===== src/common/pcsr_defines.svh =====
// Constants for the pad configuration and supply status register bank.
// Assumes a 40 MHz APB clock and 16-bit registers on 32-bit words.
// Function
// - drive bit one selects partial strength
// - host pull enable bit turns resistor on
// - host pull select one means pull-up
// - phy pull enable bits 3..0 enable resistor
// - phy pull select one means pull-up
// - five pad registers reset to zero
// - bit1 low-voltage flag, bit0 power-on flag
// - reading supply status clears all flags
// - condition detected again sets flag again
// - supply flags never raise the interrupt
// - supply event forces hard-reset, flag kept
// - bit duration holds seven bit count
// - bit duration written only in configuration
// - configuration bit and reset enter configuration
`ifndef PCSR_DEFINES_SVH
`define PCSR_DEFINES_SVH

// Register indices; byte address is four times the index
`define PCSR_IDX_DRIVE 8'h9C
`define PCSR_IDX_HOST_PEN 8'h9E
`define PCSR_IDX_HOST_PSEL 8'hA0
`define PCSR_IDX_PHY_PEN 8'hA2
`define PCSR_IDX_PHY_PSEL 8'hA4
`define PCSR_IDX_SUPPLY 8'hA6
`define PCSR_IDX_BIT_DUR 8'hA8
`define PCSR_IDX_CTRL 8'hB8
`define PCSR_IDX_IRQ_STAT 8'hB9
`define PCSR_IDX_IRQ_MASK 8'hBA

`define PCSR_PAD_RESET 16'h0000
`define PCSR_BIT_DUR_RESET 7'h00
`define PCSR_CTRL_CONFIG_BIT 0
`define PCSR_SUP_LOW_VOLT_BIT 1
`define PCSR_SUP_POWER_ON_BIT 0
`define PCSR_IRQ_BD_REFUSED_BIT 0
`define PCSR_IRQ_CONFIG_ENTER_BIT 1

`define PCSR_CLK_PERIOD_NS 25
`define PCSR_RST_HOLD_NS 200
`define PCSR_RST_HOLD_CYC \
  ((`PCSR_RST_HOLD_NS + `PCSR_CLK_PERIOD_NS - 1) / `PCSR_CLK_PERIOD_NS)

`endif


===== src/common/pcsr_pkg.sv =====
// Types shared by the pad configuration register bank.
// Assumes the constants header supplies offsets and timing.
package pcsr_pkg;
  typedef enum logic [0:0] {
    PCSR_CONFIG = 1'b0,
    PCSR_NORMAL = 1'b1
  } pcsr_state_t;
endpackage : pcsr_pkg


===== src/hw/pcsr_regs.sv =====
// Pad drive/pull configuration, supply event status, bit duration.
// Assumes an APB3 master on clk and asynchronous regulator event pins.
`timescale 1ns/1ps
`include "pcsr_defines.svh"

module pcsr_regs #(
  parameter int HOST_PINS = 16, // host-side pad count
  parameter int PHY_PINS = 4 // transceiver-side pad count
) (
  input wire logic clk, // 40 MHz clock
  input wire logic rst_b, // hard reset, sync, active low
  input wire logic psel, // APB select
  input wire logic penable, // APB enable
  input wire logic pwrite, // APB direction
  input wire logic [11:0] paddr, // APB byte address
  input wire logic [31:0] pwdata, // APB write data
  output logic [31:0] prdata, // APB read data
  output logic pready, // APB ready
  output logic pslverr, // APB error, unmapped address
  input wire logic low_volt_evt, // regulator low-voltage, async
  input wire logic power_on_evt, // regulator power-on, async
  output logic controller_irq_n, // level interrupt, active low
  output logic int_reset_active, // internal reset in progress
  output logic config_state, // controller in configuration state
  output logic [6:0] microticks_per_bit, // bit duration count
  output logic [PHY_PINS-1:0] phy_drive_partial, // 1 partial strength
  output logic [HOST_PINS-1:0] host_pull_up, // pull-up active
  output logic [HOST_PINS-1:0] host_pull_down, // pull-down active
  output logic [PHY_PINS-1:0] phy_pull_up, // pull-up active
  output logic [PHY_PINS-1:0] phy_pull_down // pull-down active
);

  localparam logic [7:0] RST_HOLD = 8'(`PCSR_RST_HOLD_CYC);

  // Word index times four is the byte address. Unmapped or misaligned
  // addresses answer with pslverr and read zero; writes to them drop.

  function automatic logic hit(input logic [11:0] a, input logic [7:0] idx);
    hit = (a[11:2] == {2'b00, idx}) && (a[1:0] == 2'b00);
  endfunction : hit

  // Pull direction decode, shared by host and transceiver pads
  function automatic logic pull_up_of(input logic en,
      input logic up_sel);
    pull_up_of = en && up_sel;
  endfunction : pull_up_of

  function automatic logic pull_down_of(input logic en,
      input logic up_sel);
    pull_down_of = en && !up_sel;
  endfunction : pull_down_of

  // Keeps the four implemented transceiver bits; reserved ones stay zero
  function automatic logic [15:0] phy_field(input logic [31:0] d);
    phy_field = {12'h000, d[3:0]};
  endfunction : phy_field

  // A 16-bit register as seen on the 32-bit read bus
  function automatic logic [31:0] word16(input logic [15:0] v);
    word16 = {16'h0000, v};
  endfunction : word16

  // Event synchronisers, two flops each; only the second flop is read
  wire [1:0] evt_raw = {low_volt_evt, power_on_evt};
  logic [1:0] evt_meta;
  logic [1:0] evt_sync;

  always_ff @(posedge clk) begin
    if (!rst_b) begin
      evt_meta <= 2'b00;
      evt_sync <= 2'b00;
    end else begin
      evt_meta <= evt_raw;
      evt_sync <= evt_meta;
    end
  end

  // Internal reset stretches past the event, same effect as hard reset except on the supply flags.
  // The stretch keeps the host off the bus while the supply settles.
  logic [7:0] hold_cnt;
  wire evt_any = |evt_sync;
  wire hold_busy = (hold_cnt != 8'h00);
  wire int_rst = !rst_b || evt_any || hold_busy;
  wire [7:0] next_hold = evt_any ? RST_HOLD :
                         hold_busy ? hold_cnt - 8'h01 : 8'h00;

  always_ff @(posedge clk) begin
    if (!rst_b) begin
      hold_cnt <= 8'h00;
    end else begin
      hold_cnt <= next_hold;
    end
  end

  // APB decode
  logic [15:0] drive_reg;
  logic [15:0] host_pen;
  logic [15:0] host_psel;
  logic [15:0] phy_pen;
  logic [15:0] phy_psel;
  logic [1:0] supply_flags;
  logic [6:0] bit_dur;
  logic [1:0] irq_stat;
  logic [1:0] irq_mask;
  pcsr_pkg::pcsr_state_t state;

  wire access = psel && penable && pready;
  wire wr = access && pwrite;
  wire rd = access && !pwrite;
  wire sel_drive = hit(paddr, `PCSR_IDX_DRIVE);
  wire sel_hpen = hit(paddr, `PCSR_IDX_HOST_PEN);
  wire sel_hpsel = hit(paddr, `PCSR_IDX_HOST_PSEL);
  wire sel_ppen = hit(paddr, `PCSR_IDX_PHY_PEN);
  wire sel_ppsel = hit(paddr, `PCSR_IDX_PHY_PSEL);
  wire sel_sup = hit(paddr, `PCSR_IDX_SUPPLY);
  wire sel_bd = hit(paddr, `PCSR_IDX_BIT_DUR);
  wire sel_ctrl = hit(paddr, `PCSR_IDX_CTRL);
  wire sel_istat = hit(paddr, `PCSR_IDX_IRQ_STAT);
  wire sel_imask = hit(paddr, `PCSR_IDX_IRQ_MASK);
  wire mapped = sel_drive | sel_hpen | sel_hpsel | sel_ppen | sel_ppsel |
                sel_sup | sel_bd | sel_ctrl | sel_istat | sel_imask;
  wire in_config = (state == pcsr_pkg::PCSR_CONFIG);
  wire bd_write_ok = wr && sel_bd && in_config;
  wire bd_refused = wr && sel_bd && !in_config;
  wire ctrl_wr = wr && sel_ctrl;
  wire cfg_enter = ctrl_wr && pwdata[`PCSR_CTRL_CONFIG_BIT] && !in_config;
  wire [1:0] irq_events = {cfg_enter, bd_refused};

  // Per-register write strobes, one decode shared by every field
  wire wr_drive = wr && sel_drive;
  wire wr_hpen = wr && sel_hpen;
  wire wr_hpsel = wr && sel_hpsel;
  wire wr_ppen = wr && sel_ppen;
  wire wr_ppsel = wr && sel_ppsel;
  wire wr_imask = wr && sel_imask;

  // Read words per register; reserved bits come back as zero
  wire [31:0] rd_drive = word16(drive_reg);
  wire [31:0] rd_hpen = word16(host_pen);
  wire [31:0] rd_hpsel = word16(host_psel);
  wire [31:0] rd_ppen = word16(phy_pen);
  wire [31:0] rd_ppsel = word16(phy_psel);
  wire [31:0] rd_sup = {30'h0, supply_flags};
  wire [31:0] rd_bd = {25'h0, bit_dur};
  wire [31:0] rd_ctrl = {31'h0, in_config};
  wire [31:0] rd_istat = {30'h0, irq_stat};
  wire [31:0] rd_imask = {30'h0, irq_mask};
  wire [31:0] rd_mux =
    sel_drive ? rd_drive :
    sel_hpen ? rd_hpen :
    sel_hpsel ? rd_hpsel :
    sel_ppen ? rd_ppen :
    sel_ppsel ? rd_ppsel :
    sel_sup ? rd_sup :
    sel_bd ? rd_bd :
    sel_ctrl ? rd_ctrl :
    sel_istat ? rd_istat :
    sel_imask ? rd_imask : 32'h0000_0000;

  // One wait state; held off entirely during internal reset
  wire next_pready = psel && penable && !pready && !int_rst;
  wire next_pslverr = next_pready && !mapped;
  wire [31:0] next_prdata =
    (next_pready && !pwrite) ? rd_mux : 32'h0000_0000;

  always_ff @(posedge clk) begin
    if (int_rst) begin
      pready <= 1'b0;
    end else begin
      pready <= next_pready;
    end
  end

  always_ff @(posedge clk) begin
    if (int_rst) begin
      pslverr <= 1'b0;
    end else begin
      pslverr <= next_pslverr;
    end
  end

  // Read data only stands with pready, so idle bus cycles read zero
  always_ff @(posedge clk) begin
    if (int_rst) begin
      prdata <= 32'h0000_0000;
    end else begin
      prdata <= next_prdata;
    end
  end

  // Pad configuration registers, one short block each
  always_ff @(posedge clk) begin
    if (int_rst) begin
      drive_reg <= `PCSR_PAD_RESET;
    end else if (wr_drive) begin
      drive_reg <= phy_field(pwdata);
    end
  end

  always_ff @(posedge clk) begin
    if (int_rst) begin
      host_pen <= `PCSR_PAD_RESET;
    end else if (wr_hpen) begin
      host_pen <= pwdata[15:0];
    end
  end

  always_ff @(posedge clk) begin
    if (int_rst) begin
      host_psel <= `PCSR_PAD_RESET;
    end else if (wr_hpsel) begin
      host_psel <= pwdata[15:0];
    end
  end

  always_ff @(posedge clk) begin
    if (int_rst) begin
      phy_pen <= `PCSR_PAD_RESET;
    end else if (wr_ppen) begin
      phy_pen <= phy_field(pwdata);
    end
  end

  always_ff @(posedge clk) begin
    if (int_rst) begin
      phy_psel <= `PCSR_PAD_RESET;
    end else if (wr_ppsel) begin
      phy_psel <= phy_field(pwdata);
    end
  end

  // Configuration state; hard or internal reset lands in configuration
  always_ff @(posedge clk) begin
    if (int_rst) begin
      state <= pcsr_pkg::PCSR_CONFIG;
    end else if (ctrl_wr) begin
      unique case (pwdata[`PCSR_CTRL_CONFIG_BIT])
        1'b1: state <= pcsr_pkg::PCSR_CONFIG;
        1'b0: state <= pcsr_pkg::PCSR_NORMAL;
      endcase
    end
  end

  // Bit duration; kept defined after reset for simulation clarity
  always_ff @(posedge clk) begin
    if (int_rst) begin
      bit_dur <= `PCSR_BIT_DUR_RESET;
    end else if (bd_write_ok) begin
      bit_dur <= pwdata[6:0];
    end
  end

  // Supply flags survive the internal reset they cause; set beats clear
  wire sup_clr = rd && sel_sup;
  wire [1:0] next_supply = (sup_clr ? 2'b00 : supply_flags) |
                           {evt_sync[1], evt_sync[0]};

  always_ff @(posedge clk) begin
    if (!rst_b) begin
      supply_flags <= 2'b00;
    end else begin
      supply_flags <= next_supply;
    end
  end

  // Interrupt status: only block events, never supply flags
  wire istat_clr = rd && sel_istat;
  wire [1:0] next_istat = (istat_clr ? 2'b00 : irq_stat) | irq_events;
  wire next_irq_n = !(|(next_istat & irq_mask));

  always_ff @(posedge clk) begin
    if (int_rst) begin
      irq_stat <= 2'b00;
    end else begin
      irq_stat <= next_istat;
    end
  end

  always_ff @(posedge clk) begin
    if (int_rst) begin
      irq_mask <= 2'b00;
    end else if (wr_imask) begin
      irq_mask <= pwdata[1:0];
    end
  end

  // Mask write reaches the interrupt level one cycle after the mask register loads
  always_ff @(posedge clk) begin
    if (int_rst) begin
      controller_irq_n <= 1'b1;
    end else begin
      controller_irq_n <= next_irq_n;
    end
  end

  // Per-pin pull decode; a direction bit acts only where enabled
  wire [HOST_PINS-1:0] next_host_up;
  wire [HOST_PINS-1:0] next_host_down;
  wire [PHY_PINS-1:0] next_phy_up;
  wire [PHY_PINS-1:0] next_phy_down;
  genvar pin;
  generate
    for (pin = 0; pin < HOST_PINS; pin++) begin : g_host_pad
      assign next_host_up[pin] =
        pull_up_of(host_pen[pin], host_psel[pin]);
      assign next_host_down[pin] =
        pull_down_of(host_pen[pin], host_psel[pin]);
    end
    for (pin = 0; pin < PHY_PINS; pin++) begin : g_phy_pad
      assign next_phy_up[pin] =
        pull_up_of(phy_pen[pin], phy_psel[pin]);
      assign next_phy_down[pin] =
        pull_down_of(phy_pen[pin], phy_psel[pin]);
    end
  endgenerate

  // Pad control outputs, registered one cycle after the fields so that
  // every top-level output comes from a flop
  always_ff @(posedge clk) begin
    if (int_rst) begin
      phy_drive_partial <= '0;
      host_pull_up <= '0;
      host_pull_down <= '0;
      phy_pull_up <= '0;
      phy_pull_down <= '0;
      microticks_per_bit <= `PCSR_BIT_DUR_RESET;
      config_state <= 1'b1;
    end else begin
      phy_drive_partial <= drive_reg[PHY_PINS-1:0];
      host_pull_up <= next_host_up;
      host_pull_down <= next_host_down;
      phy_pull_up <= next_phy_up;
      phy_pull_down <= next_phy_down;
      microticks_per_bit <= bit_dur;
      config_state <= in_config;
    end
  end

  // Reset indication lags the internal reset by one cycle
  wire next_int_reset = evt_any || hold_busy;

  always_ff @(posedge clk) begin
    if (!rst_b) begin
      int_reset_active <= 1'b1;
    end else begin
      int_reset_active <= next_int_reset;
    end
  end

endmodule : pcsr_regs


===== config.mk =====
export PLATFORM = sky130hd
export DESIGN_NAME = pcsr_regs
export DESIGN_NICKNAME = d
export VERILOG_FILES = /design/src/common/pcsr_pkg.sv /design/src/hw/pcsr_regs.sv
export VERILOG_INCLUDE_DIRS = /design/src /design/src/common
export SDC_FILE = /design/constraint.sdc
export NUM_CORES = 1
export LEC_CHECK = 0
export ABC_AREA = 0
export BUFFER_PORTS_ARGS = -buffer_cell sky130_fd_sc_hd__buf_2
export CAP_MARGIN = 20
export CORE_ASPECT_RATIO = 1.1
export CORE_MARGIN = 5
export CORE_UTILIZATION = 50
export CTS_CLUSTER_SIZE = 30
export DETAILED_ROUTE_END_ITERATION = 16
export PLACE_DENSITY = 0.82
export SLEW_MARGIN = 20
export SYNTH_ARGS = -nofsm -noshare
export SYNTH_HDL_FRONTEND = slang
export SYNTH_SLANG_ARGS = --single-unit

===== constraint.sdc =====
create_clock -name clk -period 5.22 [get_ports clk]
set_input_delay 0.522 -clock clk [delete_from_list [all_inputs] [get_ports clk]]
set_output_delay 0.522 -clock clk [all_outputs]
set_load 0.02 [all_outputs]

# After elaboration in Yosys (flattened, before gate mapping)
# Index checks and enable logic that the tools add are counted.
# op_classes
mul	0
n_bitwise	17
n_eq_ne	10
n_reduce_logical	109
n_div	0
muxes	15
addsub	1
magnitude_cmp	0
shifts	0
# ops
operator	count
10-bit by 8-bit == test with 1-bit output, second input constant	10
1-bit logical AND	72
16-bit two-way mux	2
7-bit two-way mux	4
1-bit zero test	26
4-bit two-way mux	3
11-bit OR reduction	1
2-bit two-way mux	5
1-bit bitwise OR	9
8-bit nonzero test	1
8-bit by 1-bit subtractor with 8-bit output, second input constant	1
2-bit OR reduction	3
1-bit inverter	5
2-bit bitwise OR	2
4-bit OR reduction	1
1-bit logical OR	3
3-bit OR reduction	1
2-bit AND	1
2-bit zero test	1
1-bit one-hot mux with 2 select lines	1
# totals
romBits	0
latchBits	0
n_memories	0
mem_bits_rw	0
output_inout_bits	88
reg_bits	158

# Depth between registers and ports, before layout
# Gate-level depths: netlist of the first run.
# depth
depth_word	13
mapped_depth	8
mapped_depth_nobuf	8

# Worst setup path before layout of the first run
# No wires, ideal clock.
# synth_path
path_type	input to register
start	input paddr[6]
end	register host_psel[10]
setup_ns	0.132
setup_slack_ns	3.264
arrival_time_ns	1.824
stages	8
path_cell_list	clkbuf_2 -> nor4b_2 -> nand2_1 -> nor3_2 -> nand2_1 -> clkbuf_1 -> nand2_1 -> a21oi_1
# synth_via
elab_chain_len	3
# synth_rtl
item	line	rtl
start: declaration	pcsr_regs.sv:15	input wire logic [11:0] paddr,
10-bit by 8-bit == test with 1-bit output	pcsr_regs.sv:39	hit = (a[11:2] == {2'b00, idx}) && (a[1:0] == 2'b00);
1-bit logical AND	pcsr_regs.sv:39	
1-bit logical AND	pcsr_regs.sv:132	wire wr_hpsel = wr && sel_hpsel;
end signal: assignment	pcsr_regs.sv:210	host_psel <= `PCSR_PAD_RESET;
end signal: assignment	pcsr_regs.sv:212	host_psel <= pwdata[15:0];
end: declaration	pcsr_regs.sv:98	logic [15:0] host_psel;
# No other way between the ends.
# A chain may end at the register's enable or synchronous reset.

# Final worst setup path of the first run
# layout_path
start	register hold_cnt[5]
end	register prdata[10]
# layout_via
elab_chain_len	7
# layout_rtl
item	line	rtl
start: declaration	pcsr_regs.sv:80	logic [7:0] hold_cnt;
start signal: assignment	pcsr_regs.sv:91	hold_cnt <= next_hold;
8-bit nonzero test (*)	pcsr_regs.sv:82	wire hold_busy = (hold_cnt != 8'h00);
1-bit logical OR (*)	pcsr_regs.sv:83	wire int_rst = !rst_b || evt_any || hold_busy;
1-bit zero test	pcsr_regs.sv:161	wire next_pready = psel && penable && !pready && !int_rst;
1-bit logical AND	pcsr_regs.sv:161	
1-bit logical AND	pcsr_regs.sv:164	(next_pready && !pwrite) ? rd_mux : 32'h0000_0000;
1-bit inverter (no line)	--	
3-bit OR reduction (no line) (*)	--	
end signal: assignment	pcsr_regs.sv:187	prdata <= next_prdata;
end: declaration	pcsr_regs.sv:17	output logic [31:0] prdata,
# Every way passes the cells marked *; elsewhere a longest branch is shown, timed or not.

==> results.txt, run 1 <==
----------------------------------------------------
[Outcome]
  Run status ... completed

[Synth]
  Mapped cell area ... between 0.005 and 0.006 mm2
  Share of flip-flops with an asynchronous set or reset ... 0%
  Top_reg_cell synth ... sky130_fd_sc_hd__dfxtp_1
  Per-instance average area after synthesis ... 9.02 um2
  Area share of the largest cell type after synthesis ... 53.7%
  Synth area leader ... sky130_fd_sc_hd__dfxtp_1
  Register area share after synthesis ... 53.7%
  Total number of yosys warnings ... 0
  Most frequent cells after synthesis ... sky130_fd_sc_hd__dfxtp_1, sky130_fd_sc_hd__nand2_1, sky130_fd_sc_hd__nor2_1
  Number of instances in the synthesized netlist ... around 600
  Most common cell in the netlist ... sky130_fd_sc_hd__dfxtp_1
  Flops & latches, synth ... ~140
  Most area-consuming cells after synthesis ... sky130_fd_sc_hd__dfxtp_1, sky130_fd_sc_hd__nand2_1, sky130_fd_sc_hd__a21oi_1
  Number of library cell types mapped by synthesis ... between 50 and 60
  Number of enable flip-flop cells after synthesis ... 0

[Cells and area]
  Finished Layout Cells ... 844
  Sequential cell area ... approximately 0.0028 mm2
  Share of cells above drive strength 1 ... between 20% and 30%
  Final #Nets ... approximately 740
  Final-layout fill cell count ... 855
  Area used by multi-input combinational logic ... approximately 0.0023 mm2
  Antenna diode instance count ... 0
  Area grow syn2layout ... 22.2%

[Clocking]
  Clock input transition at the sequential cells of the worst setup and hold paths ... 60 ps
  Clock root buffer master ... sky130_fd_sc_hd__clkbuf_16
  Number of buffers created by CTS ... 17
  H-tree levels ... 4
  Clock network latency to the later pin of the worst-skew pair ... about 430 ps
  # clock sinks ... 142
  Post-CTS setup-driven buffer insertion count ... 0
  Clock buffer depth ... 2
  Number of gates resized after CTS ... 0
  Number of buffers inserted for hold repair after clock tree synthesis ... 0
  CTS tree ... done

[STA]
  Worst clock skew on the final layout ... 8.09 ps
  Final hold violations ... 0
  Number of failing setup endpoints in the final timing report ... 0
  Slew of the pin with the lowest slew margin ... between 900 and 1000 ps
  RSZ-0062 raised after global routing ... false
  Ratio of final minimum period to clock period ... between 50 and 60%
  Fmax ... between 300 and 400 MHz
  Least setup slack across all paths after layout ... 2270 ps
  Post-layout minimum cycle time ... 2950 ps
  Worst slew margin relative to its limit ... 33.8%
  Number of pins exceeding their max-slew limit in the final report ... 0
  Total negative slack ... 0 ps

[Global route]
  Antenna violations before repair ... 0
  Via count of the first global-routing pass ... ~4600
  Global-route wire length before repair ... about 22 mm
  Largest net degree at the start of global routing ... 56
  Remaining global-route overflow ... 0
  Total routing resource utilization after global routing ... between 20 and 25%

[Place]
  Worst slack at placement ... 2160 ps
  # placed instances ... a little over 800
  # port buffers ... 106
  RePlAce Congestion ... between 0.9 and 1
  Detail Placement HPWL ... between 9 and 10 mm

[Worst setup path]
  Capturing element of the worst setup path ... prdata[10]
  Maximum fanout along the worst path ... 51
  WP data arrival ... roughly 3300 ps
  Number of cell instances on the worst register-to-register path ... 7
  CP Launch Point ... hold_cnt[5]
  Setup slack on the worst flop-to-flop path ... between 2000 and 2500 ps
  WS Path Type ... reg -> reg
  Endpoint of the most critical register-to-register path ... prdata[10]
  Reg-to-reg startpoint ... hold_cnt[5]
  CP Capture Type ... register
  Sort of element at the start of the critical path ... register
  Data required time of the critical path ... around 5600 ps

[Detailed routing]
  Detailed router's first-iteration violation count ... 291
  Router iterations before antenna repair ... 6
  Detail Route Antenna Nets ... 0
  Vias per Instance ... between 5 and 6
  Average detailed-routed wire length per instance ... roughly 16 um
  Wire length after detailed routing ... 13.3 mm
  Residual DRC count ... 0
  Vias ... roughly 4500

[Floorplan]
  Height of the die ... around 120 um
  Number of I/O pins ... roughly 140
  Starting Density ... roughly half
  Horizontal die dimension ... 108 um
  Core area ... ~0.010 mm2
  Area enclosed by the die boundary ... about 0.013 mm2
  Site Rows ... 39

[Min path]
  Hold path depth ... 2
  Hold Crit Class ... in -> reg

[Power]
  Peak supply drop ... approximately 220 uV
  Leak ... 2.71 nW
  Power Dens Cells ... 415 mW/mm2

[Run]
  Number of maximum-capacitance constraint violations ... 0

----------------------------------------------------
## report_power, final
part	total (W)	internal, W	leakage (nW)	switching (W)
combinational	0.000319	0.0000922	1.28	0.000227
sequential	0.00115	0.00112	1.15	0.0000297
clock	0.00122	0.000761	0.284	0.000457
total	0.00269	0.00197	2.71	0.000714
## layer usage
metal  vias to the layer above  wire length (um)  global-route usage, %
met5                         -                 0                      0
met4                         0               186                   7.58
met3                        18               886                   5.98
met2                       164              6920                   38.2
met1                      2126              5350                   24.9
li1                       2180                 -                      -
## placed cells by master (no fill, tap or decap), types with 16 or more instances in the layout
master and count:
sky130_fd_sc_hd__dfxtp_1 142, sky130_fd_sc_hd__nand2_1 109, sky130_fd_sc_hd__buf_2 106, sky130_fd_sc_hd__nor2_1 57, sky130_fd_sc_hd__a21oi_1 52, sky130_fd_sc_hd__nand3_1 27
sky130_fd_sc_hd__and3_1 24, sky130_fd_sc_hd__mux2i_1 18, sky130_fd_sc_hd__clkbuf_16 17, sky130_fd_sc_hd__and2_1 16, sky130_fd_sc_hd__conb_1 16
## worst max-delay path: stages, from the launching register on
cell and delay [ps]:
sky130_fd_sc_hd__dfxtp_1 350, sky130_fd_sc_hd__nor4_2 310, sky130_fd_sc_hd__nand3_1 220, sky130_fd_sc_hd__nor2_4 790, sky130_fd_sc_hd__inv_2 220, sky130_fd_sc_hd__nor4_4 500, sky130_fd_sc_hd__nand3_4 230, sky130_fd_sc_hd__a21oi_1 210
## how the worst min path moves through the flow
stage / startpoint / to
global placement: evt_meta[1] / evt_sync[1]
global route: power_on_evt / evt_meta[0]
detailed placement: evt_meta[0] / evt_sync[0]
floorplan: state / config_state
finish: power_on_evt / evt_meta[0]
CTS: power_on_evt / evt_meta[0]
## logic make-up (layout without fill, tap and decap cells)
kind of cell / Yosys count / in the layout / synth area share, %
flops: 142 / 142 / 53.7
mux: 18 / 18 / 3.40
fa+ha+maj: 2 / 2 / 0.473
compound gates: 86 / 86 / 9.86
other cells: 1 / 16 / 0.0709
xor+xnor: 5 / 5 / 0.828
buf+inv: 49 / 148 / 4.75
simple gates: 284 / 284 / 26.9
## stage by stage
step                hold slack [ps]  area (um2)  power [W]  util [%]
detailed placement              427        5860    0.00149      56.4
CTS                             295        6470    0.00270      62.2
global placement                416        5850    0.00147      56.3
finish                          301        6470    0.00269      62.2
global route                    291        6470    0.00280      62.2
floorplan                       405        5350    0.00142         -
## layout make-up
| cell class | count | area share (%) |
|---|---|---|
| flip-flops and latches | 142 | 44.0 |
| multi-input cells | 411 | 34.9 |
| repair buffers | 109 | 8.61 |
| clock buffers | 18 | 6.79 |
| well taps | 143 | 2.77 |
| clock inverters | 13 | 2.55 |
| inverters | 8 | 0.464 |
No activity file was read; power rests on OpenSTA's default activity.
==> run 2, diff against run 1 <==
==> constraint.sdc (replaced) <==
create_clock -name clk -period 2.95 [get_ports clk]
set_input_delay 0.295 -clock clk [delete_from_list [all_inputs] [get_ports clk]]
set_output_delay 0.295 -clock clk [all_outputs]
set_load 0.02 [all_outputs]
==> results.txt, run 2 (same netlist as run 1, synthesis figures left out) <==
----------------------------------------------------
[Detailed routing]
  Met2 wire length ... around 6.6 mm
  Wire length after detailed routing ... between 10 and 15 mm
  Vias ... 4575
  Average detailed-routed wire length per instance ... 15.6 um
  Router iterations before antenna repair ... 5
  Detail Route Antenna Nets ... 0
  Metal1 wirelength ... between 5 and 6 mm
  Met3 wirelength from detailed routing ... between 1 and 1.5 mm
  Highest signal layer in the routed design ... met4
  Vias per Instance ... 5.38
  Residual DRC count ... 0
  Detailed router's first-iteration violation count ... roughly 380

[Cells and area]
  Share of cells above drive strength 1 ... between 20% and 30%
  Finished Layout Cells ... 850
  Area used by multi-input combinational logic ... approximately 0.0023 mm2
  Commonest cells after routing, fill and taps aside ... sky130_fd_sc_hd__dfxtp_1, sky130_fd_sc_hd__nand2_1, sky130_fd_sc_hd__buf_2
  Area grow syn2layout ... 23.0%
  Sequential cell area ... between 0.002 and 0.003 mm2
  Most common cell after layout, fill and taps aside ... sky130_fd_sc_hd__dfxtp_1
  Final-layout fill cell count ... ~880
  Antenna diode instance count ... 0
  Final #Nets ... 747

[Worst setup path]
  Cell with the largest stage delay on the worst path ... sky130_fd_sc_hd__and4_1
  Most frequent cell on the critical path ... sky130_fd_sc_hd__nand2_1
  WS Path Type ... reg -> reg
  WP data arrival ... roughly 2400 ps
  Number of cell instances on the worst register-to-register path ... 5
  CP Capture Type ... register
  Maximum fanout along the worst path ... 16
  Data required time of the critical path ... 3210 ps
  Delay of the slowest cell on the worst path ... around 540 ps
  Sort of element at the start of the critical path ... register
  Ordered cell list for the critical path ... and4_1, buf_4, nand2_1, nand2_1, a21oi_1

[Clocking]
  Clock input transition at the sequential cells of the worst setup and hold paths ... around 60 ps
  Clock buffer depth ... 2
  Number of buffers created by CTS ... 17
  Post-CTS setup-driven buffer insertion count ... 0
  Clock root buffer master ... sky130_fd_sc_hd__clkbuf_16
  H-tree levels ... 4
  Number of gates resized after CTS ... 0
  CTS tree ... done
  Clock network latency to the later pin of the worst-skew pair ... around 410 ps
  Number of buffers inserted for hold repair after clock tree synthesis ... 0
  # clock sinks ... ~140

[STA]
  Number of failing setup endpoints in the final timing report ... 0
  Final hold violations ... 0
  Ratio of final minimum period to clock period ... between 70% and 80%
  Slew of the pin with the lowest slew margin ... between 600 and 700 ps
  Number of pins exceeding their max-slew limit in the final report ... 0
  Total negative slack ... 0 ps
  RSZ-0062 raised after global routing ... false
  Worst slew margin relative to its limit ... a little under three fifths
  Worst clock skew on the final layout ... approximately 7.7 ps
  Post-layout minimum cycle time ... 2180 ps
  Fmax ... approximately 460 MHz

[Min path]
  Hold path depth ... 2
  Hold Crit Class ... in -> reg

[Global route]
  Largest net degree at the start of global routing ... 60
  Remaining global-route overflow ... 0
  Antenna violations before repair ... 0
  Total routing resource utilization after global routing ... between 20 and 25%
  Via count of the first global-routing pass ... ~4400
  Global-route wire length before repair ... roughly 22 mm

[Floorplan]
  Number of I/O pins ... about 140
  Area enclosed by the die boundary ... roughly 0.013 mm2
  Height of the die ... 118 um
  Starting Density ... between 50% and 60%
  Site Rows ... 39
  Horizontal die dimension ... around 110 um
  Core area ... ~0.010 mm2

[Power]
  Peak supply drop ... ~700 uV
  Leak ... 2.75 nW
  Power Dens Cells ... about 730 mW/mm2

[Outcome]
  Run status ... completed

[Run]
  Number of maximum-capacitance constraint violations ... 0

[Place]
  Detail Placement HPWL ... approximately 9.1 mm
  RePlAce Congestion ... 0.918
  # placed instances ... slightly above 800
  # port buffers ... between 100 and 150

----------------------------------------------------
-- run 2: per-stage QoR --
| step | setup slack, ps | hold WS (ps) | instance area [um2] | total power (W) | utilization [%] |
|---|---|---|---|---|---|
| finish | 773 | 93.8 | 6510 | 0.00478 | 62.6 |
| global route | 593 | 93.1 | 6510 | 0.00499 | 62.6 |
| CTS | 780 | 79.7 | 6510 | 0.00481 | 62.6 |
| detailed placement | 675 | 425 | 5900 | 0.00265 | 56.7 |
| global placement | 738 | 414 | 5900 | 0.00261 | 56.7 |
| floorplan | 1210 | 405 | 5350 | 0.00251 | - |
-- run 2: path summary, 6_finish.rpt --
check | endpoint | from | slack [ps]
setup / recovery | host_psel[7] | pready | 770
hold / removal | evt_meta[0] | power_on_evt | 90
hold reg to reg | evt_sync[0] | evt_meta[0] | 440
setup reg to reg | host_psel[7] | pready | 770
-- run 2: area by class of cell --
| cell class | instances | area share (%) |
|---|---|---|
| flip-flops and latches | 142 | 43.7 |
| inverters | 8 | 0.461 |
| clock buffers | 23 | 7.34 |
| clock inverters | 9 | 2.04 |
| multi-input cells | 411 | 34.6 |
| well taps | 143 | 2.75 |
| repair buffers | 114 | 9.08 |
-- run 2: where the power goes --
group | leakage (nW) | internal (W) | switching, W
clock | 0.294 | 0.00140 | 0.000770
sequential | 1.15 | 0.00198 | 0.0000514
combinational | 1.31 | 0.000171 | 0.000408
total | 2.75 | 0.00355 | 0.00123
-- run 2: worst max-delay path, delay by kind of cell (launching register included) --
kind	cells	cell delay, ps
flip-flops	1	450
buffers and inverters	1	300
AO/OA/AOI/OAI	1	90
AND/OR/NAND/NOR	3	1170
-- run 2: metal layers --
metal	vias up	GRT usage, %
met2	216	35.6
met5	-	0
met1	2132	25.7
met4	0	8.76
met3	35	6.14
li1	2192	-
